## src/core/osc_tune_pkg.sv

```systemverilog
// Purpose: Constants for the oscillator tuning control block
// Assumes: APB slave, 32-bit data, one aligned word per register
// Notes:   Clock is 125 MHz
package osc_tune_pkg;
  localparam logic [11:0] TRIM_CTRL_OFFSET = 12'h000;
  localparam logic [11:0] STATUS_OFFSET    = 12'h004;
  localparam int          SEL_BIT          = 7;
  localparam int          TRIM_MSB         = 4;
  localparam int          TRIM_W           = 5;
  localparam logic [7:0]  TRIM_CTRL_RESET  = 8'h00;
  localparam logic [7:0]  TRIM_CTRL_MASK   = 8'h9f;
  localparam int          LF_DIV           = 256;
  localparam int          LF_DIV_W         = 8;
  localparam logic [4:0]  TRIM_CENTRE      = 5'h00;
  localparam int          SYNC_STAGES      = 3;
endpackage

```

## src/core/internal_osc_tuning.sv

```systemverilog
// Purpose: Oscillator tuning control register with low-frequency clock source mux
// Assumes: Oscillator edges arrive as asynchronous level toggles on pins
// Notes:   Trim code drives the fast oscillator trim input through one register stage
`timescale 1ns/1ps
module internal_osc_tuning (
  // System
  input  wire logic        CLK,
  input  wire logic        RESETN,
  // APB slave
  input  wire logic        PSEL,
  input  wire logic        PENABLE,
  input  wire logic        PWRITE,
  input  wire logic [11:0] PADDR,
  input  wire logic [31:0] PWDATA,
  input  wire logic [3:0]  PSTRB,
  output logic [31:0]      PRDATA,
  output logic             PREADY,
  output logic             PSLVERR,
  // Oscillator sources
  input  wire logic        FAST_OSC_IN,
  input  wire logic        SLOW_RC_IN,
  // Oscillator control and low-frequency output
  output logic [4:0]       FAST_OSC_TRIM,
  output logic [4:0]       SLOW_RC_TRIM,
  output logic             LF_SOURCE_SELECT,
  output logic             LF_TICK
);
  logic [7:0] ctrl_r;
  logic [2:0] fast_sync_r;
  logic [2:0] slow_sync_r;
  logic       fast_lvl_r;
  logic       slow_lvl_r;
  logic       fast_tick;
  logic       slow_tick;
  logic       div_tick;
  logic       lf_nxt;
  logic [7:0] lf_count_r;
  logic       wr_en;
  logic       rd_en;
  logic       addr_ok;

  function automatic logic hit(input logic [11:0] a);
    hit = (a == osc_tune_pkg::TRIM_CTRL_OFFSET) || (a == osc_tune_pkg::STATUS_OFFSET);
  endfunction

  assign addr_ok = hit(PADDR);
  assign wr_en   = PSEL && PENABLE && PWRITE && addr_ok;
  assign rd_en   = PSEL && !PENABLE && !PWRITE && addr_ok;
  assign PREADY  = 1'b1;
  assign PSLVERR = PSEL && PENABLE && !addr_ok;

  always_ff @(posedge CLK)
  begin
    if (!RESETN)
      ctrl_r <= osc_tune_pkg::TRIM_CTRL_RESET;
    else if (wr_en && (PADDR == osc_tune_pkg::TRIM_CTRL_OFFSET) && PSTRB[0])
      ctrl_r <= PWDATA[7:0] & osc_tune_pkg::TRIM_CTRL_MASK;
  end

  // Read data captured in setup phase
  always_ff @(posedge CLK)
  begin
    if (!RESETN)
      PRDATA <= 32'h0000_0000;
    else if (rd_en)
    begin
      if (PADDR == osc_tune_pkg::TRIM_CTRL_OFFSET)
        PRDATA <= {24'h00_0000, ctrl_r};
      else
        PRDATA <= {23'h00_0000, lf_nxt, lf_count_r};
    end
  end

  // Synchronise oscillator levels
  always_ff @(posedge CLK)
  begin
    if (!RESETN)
    begin
      fast_sync_r <= 3'h0;
      slow_sync_r <= 3'h0;
      fast_lvl_r  <= 1'b0;
      slow_lvl_r  <= 1'b0;
    end
    else
    begin
      fast_sync_r <= {fast_sync_r[1:0], FAST_OSC_IN};
      slow_sync_r <= {slow_sync_r[1:0], SLOW_RC_IN};
      if (fast_sync_r[1] == fast_sync_r[2])
        fast_lvl_r <= fast_sync_r[2];
      if (slow_sync_r[1] == slow_sync_r[2])
        slow_lvl_r <= slow_sync_r[2];
    end
  end

  assign fast_tick = (fast_sync_r[1] == fast_sync_r[2]) && fast_sync_r[2] && !fast_lvl_r;
  assign slow_tick = (slow_sync_r[1] == slow_sync_r[2]) && slow_sync_r[2] && !slow_lvl_r;

  lf_divider #(
    .DIV_W (osc_tune_pkg::LF_DIV_W)
  ) u_div (
    .clk      (CLK),
    .resetn   (RESETN),
    .tick_in  (fast_tick),
    .tick_out (div_tick)
  );

  assign lf_nxt = ctrl_r[osc_tune_pkg::SEL_BIT] ? div_tick : slow_tick;

  always_ff @(posedge CLK)
  begin
    if (!RESETN)
      LF_TICK <= 1'b0;
    else
      LF_TICK <= lf_nxt;
  end

  always_ff @(posedge CLK)
  begin
    if (!RESETN)
      lf_count_r <= 8'h00;
    else if (lf_nxt)
      lf_count_r <= lf_count_r + 1'b1;
  end

  always_ff @(posedge CLK)
  begin
    if (!RESETN)
      FAST_OSC_TRIM <= osc_tune_pkg::TRIM_CENTRE;
    else
      FAST_OSC_TRIM <= ctrl_r[osc_tune_pkg::TRIM_MSB:0];
  end

  assign SLOW_RC_TRIM = osc_tune_pkg::TRIM_CENTRE;

  always_ff @(posedge CLK)
  begin
    if (!RESETN)
      LF_SOURCE_SELECT <= 1'b0;
    else
      LF_SOURCE_SELECT <= ctrl_r[osc_tune_pkg::SEL_BIT];
  end
endmodule

```

## src/core/lf_divider.sv

```systemverilog
// Purpose: Divide the fast oscillator tick stream down to the low-frequency tick
// Assumes: Input tick is a one-cycle pulse on CLK
// Notes:   Emits one pulse per DIV input pulses
`timescale 1ns/1ps
module lf_divider #(
  parameter int DIV_W = 8
) (
  input  wire logic clk,
  input  wire logic resetn,
  input  wire logic tick_in,
  output logic      tick_out
);
  logic [DIV_W-1:0] cnt_r;

  always_ff @(posedge clk)
  begin
    if (!resetn)
      cnt_r <= '0;
    else if (tick_in)
      cnt_r <= cnt_r + 1'b1;
  end

  always_ff @(posedge clk)
  begin
    if (!resetn)
      tick_out <= 1'b0;
    else
      tick_out <= tick_in && (&cnt_r);
  end
endmodule

```

## config.mk

```make
export PLATFORM = sky130hd
export DESIGN_NAME = internal_osc_tuning
export DESIGN_NICKNAME = d
export VERILOG_FILES = /design/src/core/osc_tune_pkg.sv /design/src/core/internal_osc_tuning.sv /design/src/core/lf_divider.sv
export SDC_FILE = /design/constraint.sdc
export NUM_CORES = 1
export LEC_CHECK = 0
export BUFFER_PORTS_ARGS = -buffer_cell sky130_fd_sc_hd__buf_2
export CAP_MARGIN = 20
export CORE_MARGIN = 2
export CORE_UTILIZATION = 46
export CTS_CLUSTER_SIZE = 20
export DETAILED_ROUTE_END_ITERATION = 16
export PLACE_DENSITY = 0.77
export SYNTH_ARGS = -nofsm -noshare
export SYNTH_HDL_FRONTEND = slang
export SYNTH_SLANG_ARGS = --single-unit
```

## constraint.sdc

```tcl
create_clock -name CLK -period 2 [get_ports CLK]
set_clock_uncertainty 0.1 [all_clocks]
set_input_delay 0.2 -clock CLK [delete_from_list [all_inputs] [get_ports CLK]]
set_output_delay 0.2 -clock CLK [all_outputs]
set_load 0.05 [all_outputs]
```

==> insert_results.sql <==
INSERT INTO impl_metrics (metric_group, metric, value, unit) VALUES
('run_status', 'status', 'complete, no violations', ''),
('floorplanning', 'die_w', '72.6', 'um'),
('clock_network', 'cts_root_buf', 'sky130_fd_sc_hd__clkbuf_8', ''),
('drt', 'detail_route.drc_violations', '0', ''),
('placed_design', 'dpl_wire_length', '2890', 'um'),
('setup_path', 'criticalPathCategory', 'reg -> reg', ''),
('timing', 'setup_viol_count_final', '0', ''),
('layout', 'postLayoutCellArea', '2460', 'sq um'),
('layout', 'syn2layout_area_growth', '13.6', '%'),
('timing', 'rsz0062_at_grt', 'false', ''),
('drt', 'num_vias', '1541', ''),
('grt', 'gr-total-overflow', '0', ''),
('clock_network', 'tritoncts_clock_tree', 'done', ''),
('grt', 'global_route_wire_length_before_repair', '6510', 'um'),
('setup_path', 'timing.critical_path.slowest_stage_cell', 'sky130_fd_sc_hd__or4_1', ''),
('power', 'seqPwrFrac', '50.7', '%'),
('floorplanning', 'dieHeight', '72.6', 'um'),
('setup_path', 'worst_r2r_path_depth', '5', ''),
('drt', 'vias_per_cell', '4.71', ''),
('drt', 'wl_per_cell', '11.6', 'um'),
('clock_network', 'reg_clk_slew_reported_paths', '0.08', 'ns'),
('clock_network', 'cts_num_sinks', '47', ''),
('setup_path', 'critical_path_required', '2.09', 'ns'),
('timing', 'fin_crit_sh', '86.8', '%'),
('job', 'drv_cap', '0', ''),
('min_path', 'hold_path_startpoint', 'FAST_OSC_IN', ''),
('drt', 'drtPass1Iterations', '4', ''),
('layout', 'drive_above_1_share', '24.4', '%'),
('placed_design', 'port_buffers', '42', ''),
('clock_network', 'numCtsBuffers', '5', ''),
('min_path', 'hp-class', 'in -> reg', ''),
('timing', 'finalHoldViolations', '0', ''),
('grt', 'antenna_violations_before_repair', '0', ''),
('placed_design', 'gp_congestion', '0.758', ''),
('power', 'relative_contribution_of_combinational_cells_to_total_power', '10.7', '%'),
('clock_network', 'cts_max_path_bufs', '2', ''),
('synthesis', 'syn-instance-count', '229', ''),
('floorplanning', 'ios', '101', ''),
('setup_path', 'delay_of_the_slowest_cell_on_the_worst_path', '0.54', 'ns'),
('timing', 'final_period_minus_worst_setup_slack', '1.74', 'ns'),
('clock_network', 'cts_max_level', '2', ''),
('floorplanning', 'core.rowCount', '24', ''),
('setup_path', 'setup.worst_path.end_class', 'flip-flop', ''),
('floorplanning', 'die_area', '5270', 'sq um'),
('synthesis', 'synth_largest_type_area_fraction', '43.5', '%'),
('power', 'switchingPower', '0.000474', 'W'),
('drt', 'drt-total-wl', '3790', 'um'),
('min_path', 'hold_path_end', 'fast_sync_r[0]', ''),
('drt', 'antenna_violating_nets_post_route', '0', ''),
('setup_path', 'timing.critical_path.cells', 'ha_1 > nor3b_4 > nor2_1 > or4_1 > mux2i_1', ''),
('timing', 'drv_slew', '0', ''),
('min_path', 'hold_depth', '2', ''),
('timing', 'achievable-frequency', '576', 'MHz'),
('grt', 'grt_util_all_layers', '15.6', '%'),
('synthesis', 'postSynthAreaPerCell', '9.45', 'sq um'),
('clock_network', 'post_cts_resize_count', '0', ''),
('clock_network', 'postCtsHoldBufs', '0', ''),
('timing', 'fin_setup_tns', '0', 'ns'),
('synthesis', 'synth_enable_flop_cells', '0', ''),
('placed_design', 'placement.cell_area', '2340', 'sq um'),
('grt', 'grt_pass1_vias', '1450', ''),
('setup_path', 'crit-reg2reg-capture', 'lf_count_r[7]', ''),
('synthesis', 'cell_accounting_for_the_most_synthesized_area', 'sky130_fd_sc_hd__dfxtp_1', ''),
('layout', 'seqCellArea', '941', 'sq um'),
('synthesis', 'yosysWarnings', '0', ''),
('layout', 'multi_input_area', '1050', 'sq um'),
('synthesis', 'synth.ff_latch_count', '47', ''),
('clock_network', 'clk-insertion-delay-late', '0.30', 'ns'),
('timing', 'timing.hold.ws', '0.0148', 'ns'),
('synthesis', 'synth.distinct_cells', '34', ''),
('synthesis', 'ys.flop_type', 'sky130_fd_sc_hd__dfxtp_1', '');
[per-layer routing]
| metal | up-vias | routed length, um | global-route usage [%] |
|---|---|---|---|
| li1 | 795 | - | - |
| met1 | 698 | 1660 | 20.0 |
| met3 | 4 | 200 | 4.01 |
| met2 | 44 | 1880 | 25.9 |
| met5 | - | 0 | 0 |
| met4 | 0 | 46 | 4.53 |
[worst max-delay path: cells and delay by family, from the launching register on]
| kind | cells | cell delay, ns |
|---|---|---|
| fa+ha+maj | 1 | 0.16 |
| flops | 1 | 0.34 |
| simple gates | 3 | 0.90 |
| mux | 1 | 0.14 |
[cell families after synthesis]
group / after synthesis / synth area share, %
simple gates: 86 / 23.3
fa+ha+maj: 4 / 2.31
other cells: 2 / 0.347
xor+xnor: 10 / 4.05
buf+inv: 44 / 12.7
compound gates: 18 / 5.21
mux: 18 / 8.68
flops: 47 / 43.5
[cell usage after synthesis (2+ instances only)]
cell / number
sky130_fd_sc_hd__dfxtp_1: 47
sky130_fd_sc_hd__nand2_1: 30
sky130_fd_sc_hd__buf_4: 29
sky130_fd_sc_hd__and2_1: 17
sky130_fd_sc_hd__mux2i_1: 12
sky130_fd_sc_hd__nand3_1: 12
sky130_fd_sc_hd__o21ai_1: 8
sky130_fd_sc_hd__clkbuf_1: 7
sky130_fd_sc_hd__inv_1: 7
sky130_fd_sc_hd__xnor2_1: 7
sky130_fd_sc_hd__mux2_2: 6
sky130_fd_sc_hd__nor2b_1: 6
sky130_fd_sc_hd__ha_1: 4
sky130_fd_sc_hd__nor3_1: 4
sky130_fd_sc_hd__nand4_1: 3
sky130_fd_sc_hd__nor4_4: 3
sky130_fd_sc_hd__o2111ai_1: 3
sky130_fd_sc_hd__xor2_1: 3
sky130_fd_sc_hd__conb_1: 2
sky130_fd_sc_hd__nor2_1: 2
sky130_fd_sc_hd__o21ai_0: 2
sky130_fd_sc_hd__o31ai_1: 2
sky130_fd_sc_hd__or3_1: 2
[stage by stage]
step	setup slack, ns	total power [W]	cells
after floorplan	0.337	0.00117	256
final	0.264	0.00186	327
after global placement	0.304	0.00116	319
after detailed placement	0.287	0.00116	319
after global routing	0.194	0.00194	327
after CTS	0.255	0.00188	327
[power by group through the flow]
| stage | registers, W | clock network [W] | logic, W |
|---|---|---|---|
| global placement | 0.000965 | 0 | 0.000197 |
| floorplan | 0.000965 | 0 | 0.000205 |
| finish | 0.000944 | 0.000719 | 0.000199 |
| CTS | 0.000944 | 0.000738 | 0.000199 |
| detailed placement | 0.000966 | 0 | 0.000199 |
| global route | 0.000945 | 0.000780 | 0.000211 |
[sequential cells by signal (all words and copies together) (netlist names)]
name,flops
PRDATA,9
fast_lvl_r,1
ctrl_r,6
slow_lvl_r,1
lf_count_r,8
fast_sync_r,3
u_div.cnt_r,8
u_div.tick_out,1
slow_sync_r,3
FAST_OSC_TRIM,5
LF_SOURCE_SELECT,1
LF_TICK,1
[how the worst max path moves through the flow]
stage / to / slack (ns) / start
after floorplan: lf_count_r[7] / 0.34 / slow_sync_r[2]
after detailed placement: lf_count_r[7] / 0.29 / slow_sync_r[1]
after CTS: lf_count_r[7] / 0.26 / ctrl_r[7]
after global placement: lf_count_r[7] / 0.30 / slow_sync_r[1]
final: lf_count_r[7] / 0.26 / slow_sync_r[1]
after global routing: lf_count_r[7] / 0.19 / slow_sync_r[1]
[final cells by class]
class	count	share of cell area, %
Clock buffer	6	3.36
Clock inverter	2	1.58
Inverter	7	1.07
Multi-Input combinational cell	165	42.7
Sequential cell	47	38.3
Tap cell	52	2.65
Timing Repair Buffer	48	10.4
[layout by cell type (no fill, tap or decap), types with 3 or more instances in the layout]
cell / n
sky130_fd_sc_hd__and2_1: 17
sky130_fd_sc_hd__buf_2: 42
sky130_fd_sc_hd__buf_4: 6
sky130_fd_sc_hd__clkbuf_8: 6
sky130_fd_sc_hd__conb_1: 29
sky130_fd_sc_hd__dfxtp_1: 47
sky130_fd_sc_hd__ha_1: 4
sky130_fd_sc_hd__inv_1: 7
sky130_fd_sc_hd__mux2_2: 6
sky130_fd_sc_hd__mux2i_1: 12
sky130_fd_sc_hd__nand2_1: 30
sky130_fd_sc_hd__nand3_1: 12
sky130_fd_sc_hd__nand4_1: 3
sky130_fd_sc_hd__nor2b_1: 6
sky130_fd_sc_hd__nor3_1: 4
sky130_fd_sc_hd__nor4_4: 3
sky130_fd_sc_hd__o2111ai_1: 3
sky130_fd_sc_hd__o21ai_1: 8
sky130_fd_sc_hd__xnor2_1: 7
sky130_fd_sc_hd__xor2_1: 3
Power figures use the tool's default switching activity.
